### src/include/sccs_map.svh
/*
 * Register offsets, field positions, reset values and timing figures of the
 * clock-source control block.
 * Assumes inclusion by bare name from the package and the design file.
 */
`ifndef SCCS_MAP_SVH
`define SCCS_MAP_SVH

// ------------------------------------------------------------
// Register offsets (CPU data space)
// ------------------------------------------------------------
`define SCCS_CPU_DIV_OFS        16'hfffb
`define SCCS_MAIN_MODE_OFS      16'hffa1
`define SCCS_HS_CTRL_OFS        16'hffa2
`define SCCS_LS_MODE_OFS        16'hffa0

// ------------------------------------------------------------
// Field positions, reset values and divide code limits
// ------------------------------------------------------------
`define SCCS_DIV_FIELD_W        3
`define SCCS_MAIN_SEL_BIT       0
`define SCCS_MAIN_STAT_BIT      1
`define SCCS_HS_STOP_BIT        7
`define SCCS_LS_STOP_BIT        0
`define SCCS_REG_RESET          8'h00
`define SCCS_DIV_MAX_HS         3'h4
`define SCCS_DIV_MAX_LS         3'h1

// ------------------------------------------------------------
// Timing figures
// ------------------------------------------------------------
`define SCCS_INSTR_MIN_CLKS     2
`define SCCS_TMR8_LS_DIV_LOG2   7

`endif

### src/include/sccs_pkg.sv
/*
 * Types of the clock-source control block.
 * Assumes sccs_map.svh is on the include path.
 */
`include "sccs_map.svh"

package sccs_pkg;

    // Oscillator ticks, one-cycle enables synchronous to ref_clk
    typedef struct packed {
        logic x1;
        logic hs_int;
        logic ls;
    } sccs_osc_tick_t;

    // Derived clock enables handed to the CPU and peripherals
    typedef struct packed {
        logic main;
        logic cpu;
        logic periph;
        logic instr_slot;
        logic wdt;
        logic tmr8;
    } sccs_clk_out_t;

    // Oscillator run requests to the analog circuits
    typedef struct packed {
        logic x1_run;
        logic hs_int_run;
        logic ls_run;
    } sccs_osc_run_t;

    typedef enum logic [1:0] {
        SCCS_SW_IDLE,
        SCCS_SW_DRAIN_OLD,
        SCCS_SW_WAIT_NEW
    } sccs_sw_state_t;

endpackage

### src/hw/sccs_top.sv
/*
 * Clock-source control: oscillator start/stop, glitch-free main clock
 * selection with status, CPU clock divider and peripheral clock enables.
 * Assumes oscillator outputs arrive as one-cycle ticks synchronous to
 * ref_clk and the CPU reaches registers by byte reads and writes.
 */
`timescale 1ns/10ps
`default_nettype none
`include "sccs_map.svh"

module sccs_top
    import sccs_pkg::*;
(
    input  wire logic           ref_clk,
    input  wire logic           reset,
    input  wire logic [15:0]    reg_addr,
    input  wire logic [7:0]     reg_wdata,
    input  wire logic           reg_wr,
    input  wire logic           reg_rd,
    output logic      [7:0]     reg_rdata,
    input  wire logic           opt_hs_is_x1,
    input  wire logic           opt_ls_stoppable,
    input  wire logic           stop_mode,
    input  wire sccs_osc_tick_t osc_tick,
    output sccs_osc_run_t       osc_run,
    output sccs_clk_out_t       clk_out
);

    // ------------------------------------------------------------
    // Decode helpers
    // ------------------------------------------------------------
    // Counter terminal value for a divide code
    function automatic logic [3:0] div_mask(input logic [2:0] code);
        div_mask = 4'((5'h01 << code) - 5'h01);
    endfunction

    // Legal codes depend on the source actually running
    function automatic logic div_legal(input logic [2:0] code, input logic hs);
        div_legal = hs ? (code <= `SCCS_DIV_MAX_HS) : (code <= `SCCS_DIV_MAX_LS);
    endfunction

    // ------------------------------------------------------------
    // Storage
    // ------------------------------------------------------------
    logic [2:0]     cpu_div_r;
    logic [2:0]     div_eff_r;
    logic [3:0]     div_cnt_r;
    logic           instr_ph_r;
    logic [6:0]     tmr8_cnt_r;
    logic           main_sel_r;
    logic           hs_stop_r;
    logic           ls_stop_r;
    logic           opt_loaded_r;
    logic           opt_hs_x1_r;
    logic           opt_ls_stop_ok_r;
    logic           mux_sel_r;
    sccs_sw_state_t sw_state_r;
    sccs_sw_state_t sw_state_nxt;
    logic [7:0]     rdata_r;
    logic [7:0]     rdata_nxt;

    // ------------------------------------------------------------
    // Register decode
    // ------------------------------------------------------------
    // Full address compare, so no register has an alias
    wire logic wr_div  = reg_wr && (reg_addr == `SCCS_CPU_DIV_OFS);
    wire logic wr_main = reg_wr && (reg_addr == `SCCS_MAIN_MODE_OFS);
    wire logic wr_hs   = reg_wr && (reg_addr == `SCCS_HS_CTRL_OFS);
    wire logic wr_ls   = reg_wr && (reg_addr == `SCCS_LS_MODE_OFS);

    // ------------------------------------------------------------
    // Write fields
    // ------------------------------------------------------------
    // Only the defined bits are kept, the rest of each byte is dropped
    wire logic [2:0] div_code_w = reg_wdata[`SCCS_DIV_FIELD_W-1:0];
    wire logic       main_sel_w = reg_wdata[`SCCS_MAIN_SEL_BIT];
    wire logic       hs_stop_w  = reg_wdata[`SCCS_HS_STOP_BIT];
    wire logic       ls_stop_w  = reg_wdata[`SCCS_LS_STOP_BIT];

    // ------------------------------------------------------------
    // Register read images
    // ------------------------------------------------------------
    // Spare bits read as zero whatever software wrote to them
    wire logic [7:0] div_image  = {5'h00, cpu_div_r};
    wire logic [7:0] main_image = {6'h00, mux_sel_r, main_sel_r};
    wire logic [7:0] hs_image   = {hs_stop_r, 7'h00};
    wire logic [7:0] ls_image   = {7'h00, ls_stop_r};

    // ------------------------------------------------------------
    // Oscillator run control
    // ------------------------------------------------------------
    // High-speed stopped by stop bit or stop instruction
    wire logic hs_run = !hs_stop_r && !stop_mode;
    // Option flop is low under reset, so the internal oscillator runs then
    assign osc_run.x1_run     = hs_run && opt_hs_x1_r;
    assign osc_run.hs_int_run = hs_run && !opt_hs_x1_r;
    // Running unless software stop is both written and permitted
    wire logic ls_run = !(ls_stop_r && opt_ls_stop_ok_r);
    assign osc_run.ls_run = ls_run;

    // Live ticks of each source, silenced when its oscillator is stopped
    wire logic hs_tick = hs_run && (opt_hs_x1_r ? osc_tick.x1 : osc_tick.hs_int);
    wire logic ls_tick = ls_run && osc_tick.ls;

    // ------------------------------------------------------------
    // Glitch-free main clock switch
    // ------------------------------------------------------------
    // Old source is let through to the end of its period, then the
    // output waits for the first edge of the new one before moving.
    wire logic old_tick  = mux_sel_r ? hs_tick : ls_tick;
    wire logic new_tick  = mux_sel_r ? ls_tick : hs_tick;
    wire logic old_dead  = mux_sel_r ? !hs_run : !ls_run;

    always_comb begin
        sw_state_nxt = sw_state_r;
        case (sw_state_r)
            SCCS_SW_IDLE: begin
                if (main_sel_r != mux_sel_r) begin
                    sw_state_nxt = SCCS_SW_DRAIN_OLD;
                end
            end
            SCCS_SW_DRAIN_OLD: begin
                if (old_tick || old_dead) begin
                    sw_state_nxt = SCCS_SW_WAIT_NEW;
                end
            end
            SCCS_SW_WAIT_NEW: begin
                if (new_tick) begin
                    sw_state_nxt = SCCS_SW_IDLE;
                end
            end
            default: begin
                sw_state_nxt = SCCS_SW_IDLE;
            end
        endcase
    end

    // A stopped new source holds the switch here and the CPU gets no ticks
    wire logic sw_waiting = (sw_state_r == SCCS_SW_WAIT_NEW);
    wire logic sw_commit  = sw_waiting && new_tick;

    // Old ticks pass while draining, nothing while waiting for new
    wire logic main_tick = sw_waiting ? 1'b0 : old_tick;

    // ------------------------------------------------------------
    // CPU divider and derived enables
    // ------------------------------------------------------------
    wire logic div_wrap = main_tick && (div_cnt_r == div_mask(div_eff_r));
    // Illegal code for the running source keeps the previous ratio
    wire logic div_take = div_legal(cpu_div_r, mux_sel_r);

    assign clk_out.main       = main_tick;
    assign clk_out.periph     = main_tick;
    assign clk_out.cpu        = div_wrap;
    assign clk_out.instr_slot = div_wrap && instr_ph_r;
    // Low-speed users stay clocked whatever the main selection
    assign clk_out.wdt        = ls_tick;
    assign clk_out.tmr8       = ls_tick && (&tmr8_cnt_r);

    // ------------------------------------------------------------
    // Register read
    // ------------------------------------------------------------
    always_comb begin
        rdata_nxt = rdata_r;
        if (reg_rd) begin
            case (reg_addr)
                `SCCS_CPU_DIV_OFS:   rdata_nxt = div_image;
                `SCCS_MAIN_MODE_OFS: rdata_nxt = main_image;
                `SCCS_HS_CTRL_OFS:   rdata_nxt = hs_image;
                `SCCS_LS_MODE_OFS:   rdata_nxt = ls_image;
                default:             rdata_nxt = 8'h00;
            endcase
        end
    end

    // Straight from the flop, never from the decode
    assign reg_rdata = rdata_r;

    // ------------------------------------------------------------
    // Option capture
    // ------------------------------------------------------------
    // Taken in the first clock after release, never under reset itself
    always_ff @(posedge ref_clk) begin
        if (reset) begin
            opt_loaded_r     <= 1'b0;
            opt_hs_x1_r      <= 1'b0;
            opt_ls_stop_ok_r <= 1'b0;
        end else if (!opt_loaded_r) begin
            opt_loaded_r     <= 1'b1;
            opt_hs_x1_r      <= opt_hs_is_x1;
            opt_ls_stop_ok_r <= opt_ls_stoppable;
        end
    end

    // ------------------------------------------------------------
    // Control registers
    // ------------------------------------------------------------
    always_ff @(posedge ref_clk) begin
        if (reset) begin
            cpu_div_r  <= 3'h0;
            main_sel_r <= 1'b0;
            hs_stop_r  <= 1'b0;
            ls_stop_r  <= 1'b0;
        end else begin
            // Writes land at the strobe edge, with no wait states
            if (wr_div) begin
                cpu_div_r <= div_code_w;
            end
            if (wr_main) begin
                main_sel_r <= main_sel_w;
            end
            if (wr_hs) begin
                hs_stop_r <= hs_stop_w;
            end
            if (wr_ls) begin
                ls_stop_r <= ls_stop_w;
            end
        end
    end

    // ------------------------------------------------------------
    // Switch state
    // ------------------------------------------------------------
    always_ff @(posedge ref_clk) begin
        if (reset) begin
            sw_state_r <= SCCS_SW_IDLE;
            mux_sel_r  <= 1'b0;
        end else begin
            sw_state_r <= sw_state_nxt;
            if (sw_commit) begin
                mux_sel_r <= ~mux_sel_r;
            end
        end
    end

    // ------------------------------------------------------------
    // Divider counters
    // ------------------------------------------------------------
    // New ratio loads only on a wrap, so no CPU period is cut short
    // Restart on a commit keeps the first period on the new source whole
    always_ff @(posedge ref_clk) begin
        if (reset) begin
            div_eff_r  <= 3'h0;
            div_cnt_r  <= 4'h0;
            instr_ph_r <= 1'b0;
        end else if (sw_commit) begin
            div_cnt_r <= 4'h0;
        end else if (div_wrap) begin
            div_cnt_r  <= 4'h0;
            instr_ph_r <= ~instr_ph_r;
            if (div_take) begin
                div_eff_r <= cpu_div_r;
            end
        end else if (main_tick) begin
            div_cnt_r <= div_cnt_r + 4'h1;
        end
    end

    // Free-running prescaler, its phase is not tied to any write
    always_ff @(posedge ref_clk) begin
        if (reset) begin
            tmr8_cnt_r <= 7'h00;
        end else if (ls_tick) begin
            tmr8_cnt_r <= tmr8_cnt_r + 7'h01;
        end
    end

    // ------------------------------------------------------------
    // Read data
    // ------------------------------------------------------------
    // Last read is held so a slow master may sample late
    always_ff @(posedge ref_clk) begin
        if (reset) begin
            rdata_r <= `SCCS_REG_RESET;
        end else begin
            rdata_r <= rdata_nxt;
        end
    end

endmodule
`default_nettype wire

### config.mk
export PLATFORM = sky130hd
export DESIGN_NAME = sccs_top
export DESIGN_NICKNAME = d
export VERILOG_FILES = /design/src/include/sccs_pkg.sv /design/src/hw/sccs_top.sv
export VERILOG_INCLUDE_DIRS = /design/src /design/src/include
export SDC_FILE = /design/constraint.sdc
export NUM_CORES = 1
export LEC_CHECK = 0
export ABC_AREA = 1
export BUFFER_PORTS_ARGS = -buffer_cell sky130_fd_sc_hd__buf_2
export CAP_MARGIN = 5
export CORE_ASPECT_RATIO = 1.5
export CORE_MARGIN = 2
export CORE_UTILIZATION = 45
export CTS_BUF_LIST = sky130_fd_sc_hd__clkbuf_8
export CTS_CLUSTER_DIAMETER = 30
export DETAILED_ROUTE_END_ITERATION = 8
export HOLD_SLACK_MARGIN = 0.03
export PLACE_DENSITY = 0.76
export RECOVER_POWER = 25
export SLEW_MARGIN = 20
export SYNTH_ARGS = -nofsm -noshare
export SYNTH_HDL_FRONTEND = slang
export SYNTH_SLANG_ARGS = --single-unit
### constraint.sdc
create_clock -name ref_clk -period 1.6 [get_ports ref_clk]
set_input_delay 0.08 -clock ref_clk [delete_from_list [all_inputs] [get_ports ref_clk]]
set_output_delay 0.08 -clock ref_clk [all_outputs]
set_load 0.01 [all_outputs]
**Word level (Yosys, flattened, before mapping)**

Cells that the tools add are included.

- Register bits: 35
- Output and inout port bits: 17

- Add/subtract/negate cells: 3
- Order comparisons: 2
- Equality and inequality tests: 11
- Shifts and indexed selects: 1
- Multiplexer cells: 12
- Bitwise operators: 3
- Reductions and logical operators: 26

Operator list:

| kind | count |
|---|---|
| $eq A16 B16 Y1 const B | 4 |
| $pmux W8 S4 | 1 |
| $logic_and A1 B1 Y1 | 14 |
| $add A7 B1 Y7 const B | 1 |
| $mux W1 | 7 |
| $reduce_and A7 Y1 | 1 |
| $mux W2 | 3 |
| $ne A2 B2 Y1 const B | 3 |
| $pmux W2 S3 | 1 |
| $reduce_and A3 Y1 | 2 |
| $logic_not A1 Y1 | 5 |
| $add A4 B1 Y4 const B | 1 |
| $eq A4 B4 Y1 | 1 |
| $shl A1 B3 Y4 const A | 1 |
| $sub A4 B1 Y4 const B | 1 |
| $le A3 B1 Y1 const B | 1 |
| $le A3 B3 Y1 const B | 1 |
| $not A1 Y1 | 3 |
| $reduce_or A3 Y1 | 1 |
| $eq A2 B1 Y1 const B | 1 |
| $eq A2 B2 Y1 const B | 1 |
| $logic_not A2 Y1 | 1 |
| $reduce_and A2 Y1 | 1 |
| $logic_or A1 B1 Y1 | 1 |
| $ne A1 B1 Y1 | 1 |

**Longest topological paths before layout**

Gate-level depths: netlist (run 1).

- Depth in word-level cells: 7
- Gate-level depth with buffers: 13
- Depth with buffers taken out: 13

**Worst setup path before layout (run 1)**

No wires, ideal clock.

- Path kind: reg2reg
- Start: register div_eff_r[1]
- End: register instr_ph_r
- Library setup time: 0.113 ns
- Arrival: 1.492 ns
- Required time: 1.487 ns
- Path slack: -0.005 ns
- Stages on the path, launching flop included: 11
- Path buffers: 0
- Path through: dfxtp_1 -> inv_1 -> nand3_1 -> ha_1 -> xnor2_1 -> nor2_1 -> nand2_1 -> nor2_2 -> nand2_2 -> o21ai_1 -> nor2_1

- Word-level cells in the longest chain between the ends: 5

RTL lines:

| item | RTL line | source |
|---|---|---|
| start, declared | sccs_top.sv:46 | `logic [2:0] div_eff_r;` |
| start signal, assigned | sccs_top.sv:252 | `div_eff_r <= cpu_div_r;` |
| $shl A1 B3 Y4 | sccs_top.sv:34 | `div_mask = 4'((5'h01 << code) - 5'h01);` |
| $sub A4 B1 Y4 | sccs_top.sv:34 |  |
| $eq A4 B4 Y1 | sccs_top.sv:148 | `wire logic div_wrap = main_tick && (div_cnt_r == div_mask(div_eff_r));` |
| $logic_and A1 B1 Y1 | sccs_top.sv:148 |  |
| $reduce_and A2 Y1 (no source line) | - |  |
| end signal, assigned | sccs_top.sv:250 | `instr_ph_r <= ~instr_ph_r;` |
| end, declared | sccs_top.sv:48 | `logic instr_ph_r;` |

No other way between the ends.
A chain may end at the register's enable or synchronous reset.

==> metrics.txt, run 1 <==
pre-CTS setup slack -106.0 ps; buffer and inverter count on the worst path 2; Yosys warning total 0; synthesized area between 1500 and 2000 µm²; TritonCTS clock tree built; DRT Wirelength 3.986 mm; dpl cell area 2023 µm²; Final Non-Filler Cells 372; Die Width approximately 55 µm; final core occ between 60% and 70%; Layout area overhead 33.67%; CP startpoint kind flip-flop; PD cells 1521 nW/µm²; Pleak about 1.1 nW; setup tns final -1480 ps; dpl cells 350; maximum vdd drop 1.647 mV; num rows 27; post-synth top area share between 30 and 40%; drt pass-1 iters 4; flops & latches, synth 31; period utilization 113.2%; Worst setup EP type primary output; nets@finish between 300 and 400; initial antenna violation count 0; Mapped Avg Cell Area around 6.6 µm²; DP HPWL around 2.8 mm; slowest CP cell dfxtp_2; RSZ-0062 raised after global routing true; GPL Wtd Cong 0.7553; Worst Slack Setup Final -211.8 ps; count of cell types in the netlist 29; WL/cell 10.72 µm; clock sink total 31; clock period minus worst slack 1812 ps; biggest area consumer among synthesized cells dfxtp_1; Crit path required time 1520 ps; Tot GR Track Use between 20 and 25%; Setup Viol. Count Final 10; worst skew pair latency between 200 and 300 ps; Crit Path Class reg2out; Final Hold Fails 0; largest net degree at the start of global routing 11; hold path cells 3; full die area 4397 µm²; hold wc startpoint reg_wdata[7]; share of layout cells above drive strength 1 around a third; clock-pin slew on the worst setup and hold paths 60 ps; Cells after Synth 263; PortBufs 42; Final Max Slew Viols 0; CP peak stage delay around 330 ps; violated checks setup timing; vias in the first global route ~1700; Critical Path AT ~1700 ps; hold crit path type in2reg; first-pass GRT wire length approximately 6.7 mm; Core ar. roughly 3700 µm²; CP Max Fanout 4; fmax between 0.5 and 0.6 GHz; reg2reg end instr_ph_r; total power around 3.5 mW; Initial Util roughly 47%; Antenna Cells 0; cts hold-fix bufs 0; antenna viol nets, final 0; status finished with violations; cell breakdown of the critical path inv_4 -> nand3_4 -> ha_4 -> xnor2_1 -> nor2_1 -> nand2_1 -> nor2_4 -> nand2_4 -> nor2_2 -> buf_2; I/O pins 51; Chip Height 80.22 µm; Num CTS Buffers 5; CP delay by family, top simple AND/OR/NAND/NOR gates; H-tree depth 2; GRT Residual Overflow 0; final setup skew roughly 5.5 ps; clock root cell clkbuf_8; Max Cap Viol 0; fin area around 2300 µm²; r2r setup slk -190 ps; DR DRC count 0; vias per std cell around 4.8; worst reg2reg path depth 12; DR iter-0 viols 33; CTS Buffer Depth 2; hold worst-path end hs_stop_r; Hold WS 46.11 ps; sequential-to-total area share from yosys stat a little over a third; RR Startpoint div_eff_r[2]; most area-consuming cells after synthesis dfxtp_1 (36%), nand2_1 (14%), inv_1 (6.9%); via count 1796
final cells by class:
cell class	count	area [µm²]
fill	328	1353
multi-input combinational	186	998.5
sequential	31	628.1
timing repair buffer	66	395.4
inverter	38	153.9
clock buffer	7	96.34
tap	43	53.80
clock inverter	1	3.754
routing by layer:
layer | GRT usage [%] | share of wire, %
met3 | 3.346 | 3.2
met5 | 0 | 0
met4 | 9.500 | 2.8
met1 | 22.79 | 40
met2 | 35.83 | 54
where the power goes:
part / internal [mW] / switching (mW)
Sequential: 0.872 / 0.0826
Clock: 0.386 / 0.277
Combinational: 0.960 / 0.966
Total: 2.22 / 1.33
repair_timing:
action / CTS / global route
pin swaps: 8 / 12
setup buffers: 6 / 8
gates resized for setup: 10 / 18
setup endpoints to repair: 11 / 13
worst max-delay path by stage:
stage                             from    endpoint  slack, ps  cells after the start
final                     div_eff_r[2]  clk_out[2]       -210                     10
after global routing      div_eff_r[2]  clk_out[2]       -310                     10
after CTS                 div_eff_r[2]  clk_out[2]       -230                     10
after detailed placement  div_eff_r[1]  clk_out[2]       -110                     10
after global placement    div_eff_r[1]  clk_out[2]        -70                     10
after floorplan           div_eff_r[1]  instr_ph_r         30                     10
state kept, by name, indices dropped and copies added, names as in the netlist, 2 cells and up:
signal,flops
sw_state_r,2
cpu_div_r,3
div_eff_r,3
reg_rdata,4
tmr8_cnt_r,7
div_cnt_r,4
synthesized netlist by cell type (all sizes together):
cell	instances
nor3	3
nand3b	1
xnor2	1
buf	9
o31ai	1
ha	3
clkbuf	2
xor2	1
nand4	7
nor2	34
a21oi	23
o21a	1
a211oi	1
nand3	21
o21ai	18
clkinv	2
dfxtp	31
nand2	67
inv	36
conb	1
cells by family (layout without fill, tap and decap cells):
family                   after synthesis  count (layout)  synth area share [%]
other                                  1               4                0.2152
AND/OR/NAND/NOR                      133             133                 34.17
adder cells (fa/ha/maj)                3               3                 2.154
flip-flops                            31              31                 35.61
AO/OA/AOI/OAI                         44              44                 14.00
XOR/XNOR                               2               2                 1.005
buffers and inverters                 49             112                 12.85
worst reg2reg max path, cell delays in order, from the launching register on:
cell	delay, ps
dfxtp_2	330
inv_4	80
nand3_4	80
ha_4	240
xnor2_1	110
nor2_1	90
nand2_1	100
nor2_4	150
nand2_4	80
buf_4	140
buf_6	110
o21ai_2	120
nor2_1	50
placed cells by master (no fill, tap or decap):
master    count
nand2_1      63
buf_2        37
inv_1        31
nor2_1       31
dfxtp_1      25
buf_4        21
a21oi_1      19
o21ai_0      17
nand3_1      15
nand4_1       7
clkbuf_8      7
dfxtp_2       6
clkbuf_1      5
inv_2         4
conb_1        4
nand2_4       3
nand3_2       3
nand3_4       3
a21oi_2       3
buf_6         3
nor2_2        2
inv_4         2
ha_1          2
nand2_2       1
clkinv_4      1
a21oi_4       1
xnor2_1       1
nor2_4        1
clkinv_2      1
nor3_4        1
nor3_2        1
nor3_1        1
o31ai_2       1
o21ai_2       1
a211oi_1      1
xor2_1        1
o21a_1        1
nand3b_1      1
ha_4          1
Note: power is estimated with default switching activity, not from simulation.
==> run 2, diff against run 1 <==
Settings changed: CTS_BUF_LIST sky130_fd_sc_hd__clkbuf_8 to unset.
==> run 2 against run 1 <==
The run still ends with setup timing left. Cell count unchanged. First-iteration DRC count unchanged. Register-to-register slack about the same. Power up 0.14%. Clock skew about the same. Sequential share of layout area unchanged. Critical path type unchanged. Highest routed layer unchanged.
==> metrics.txt, run 2 (same netlist as run 1, synthesis figures left out) <==
met2 wire length 2.144 mm; Layout area overhead 33.67%; CP peak stage delay around 330 ps; commonest non-fill, non-tap cell in the layout nand2_1; CP delay by family, top simple AND/OR/NAND/NOR gates; fmax 0.5519 GHz; Crit Path Class reg2out; period utilization 113.2%; clock period minus worst slack around 1800 ps; dpl cells between 300 and 400; drt pass-1 iters 4; vias per std cell a little under 5; Setup Viol. Count Final 10; via count between 1500 and 2000; first-pass GRT wire length about 6.7 mm; Core ar. ~3700 µm²; hold wc startpoint reg_wdata[7]; Final Non-Filler Cells 372; buffer and inverter count on the worst path 2; WL/cell ~11 µm; RSZ-0062 raised after global routing true; Worst setup EP type primary output; CP Max Fanout 4; maximum vdd drop roughly 1.6 mV; clock-pin slew on the worst setup and hold paths roughly 60 ps; hold path cells 3; final core occ about 63%; cts hold-fix bufs 0; CP startpoint kind flip-flop; Initial Util 47.33%; final setup skew approximately 5.5 ps; largest net degree at the start of global routing 11; hold worst-path end hs_stop_r; GPL Wtd Cong between 0.7 and 0.8; Die Width approximately 55 µm; setup tns final -1481 ps; DR DRC count 0; Max Cap Viol 0; M1 WL 1.591 mm; Final Hold Fails 0; hold crit path type in2reg; DP HPWL around 2.8 mm; GRT Residual Overflow 0; num rows 27; Worst Slack Setup Final -211.9 ps; nets@finish between 300 and 400; TritonCTS clock tree built; Antenna Cells 0; H-tree depth 2; initial antenna violation count 0; DR iter-0 viols 33; met3 WL post-DR between 100 and 150 µm; vias in the first global route 1693; r2r setup slk -190 ps; Num CTS Buffers 5; PD cells 1523 nW/µm²; clock sink total 31; Final Max Slew Viols 0; I/O pins between 50 and 60; total power 3.548 mW; cell breakdown of the critical path inv_4 -> nand3_4 -> ha_4 -> xnor2_1 -> nor2_1 -> nand2_1 -> nor2_4 -> nand2_4 -> nor2_2 -> buf_2; worst reg2reg path depth 12; share of layout cells above drive strength 1 approximately a third; full die area approximately 4400 µm²; PortBufs 42; CTS Buffer Depth 2; largest register by flop count tmr8_cnt_r; Chip Height ~80 µm; reg2reg end instr_ph_r; Critical Path AT 1730 ps; max reg flops 7; Pleak 1.083 nW; Tot GR Track Use 20.45%; DRT Wirelength approximately 4.0 mm; RR Startpoint div_eff_r[2]; slowest CP cell dfxtp_2; Top Metal Used met4; antenna viol nets, final 0; clock root cell clkbuf_8; status finished with violations; violated checks setup timing; worst skew pair latency between 200 and 300 ps; Crit path required time 1520 ps; most frequent cells in the layout nand2_1 (63), buf_2 (37), nor2_1 (31)
-- run 2: changes by cell type in the layout (fill, tap and decap cells not counted), sizes merged --
cell    delta
clkbuf     +1
inv        -1
-- run 2: layer usage --
layer,vias up,track usage (%)
li1,958,-
met1,785,22.79
met2,44,35.83
met3,10,3.346
met4,0,9.500
met5,-,0
-- run 2: repair_timing --
item	4_1_cts	5_1_grt
buffers inserted	6	8
setup endpoints to repair	11	13
gates resized for setup	10	18
pin swaps	8	12
-- run 2: final cells by class --
cell class / instances / area, µm²
Clock buffer: 8 / 100.1
Tap cell: 43 / 53.80
Multi-Input combinational cell: 186 / 998.5
Sequential cell: 31 / 628.1
Inverter: 38 / 153.9
Fill cell: 328 / 1353
Timing Repair Buffer: 66 / 395.4
-- run 2: worst max-delay path by stage --
stage,from,to,depth (start not counted)
after floorplan,div_eff_r[1],instr_ph_r,10
after global placement,div_eff_r[1],clk_out[2],10
after detailed placement,div_eff_r[1],clk_out[2],10
after CTS,div_eff_r[2],clk_out[2],10
after global routing,div_eff_r[2],clk_out[2],10
final,div_eff_r[2],clk_out[2],10
-- run 2: tightest hold or removal path, cell delays in order --
cell and delay, ps:
buf_2 80, nor3_1 40, nor2_1 90
-- run 2: report_power, final --
part	switching, mW	total, mW	internal, mW
clock	0.275	0.667	0.392
sequential	0.0826	0.955	0.872
combinational	0.966	1.93	0.960
-- run 2: per-stage QoR --
step | hold WS [ps] | cell area [µm²] | setup slack [ps]
6_report | 45.96 | 2330 | -211.9
5_1_grt | 65.68 | 2330 | -311.5
4_1_cts | 43.51 | 2217 | -228.7
3_5_place_dp | 332.6 | 2023 | -106.0
3_3_place_gp | 315.9 | 2023 | -70.17
2_1_floorplan | 149.1 | 1759 | 26.23
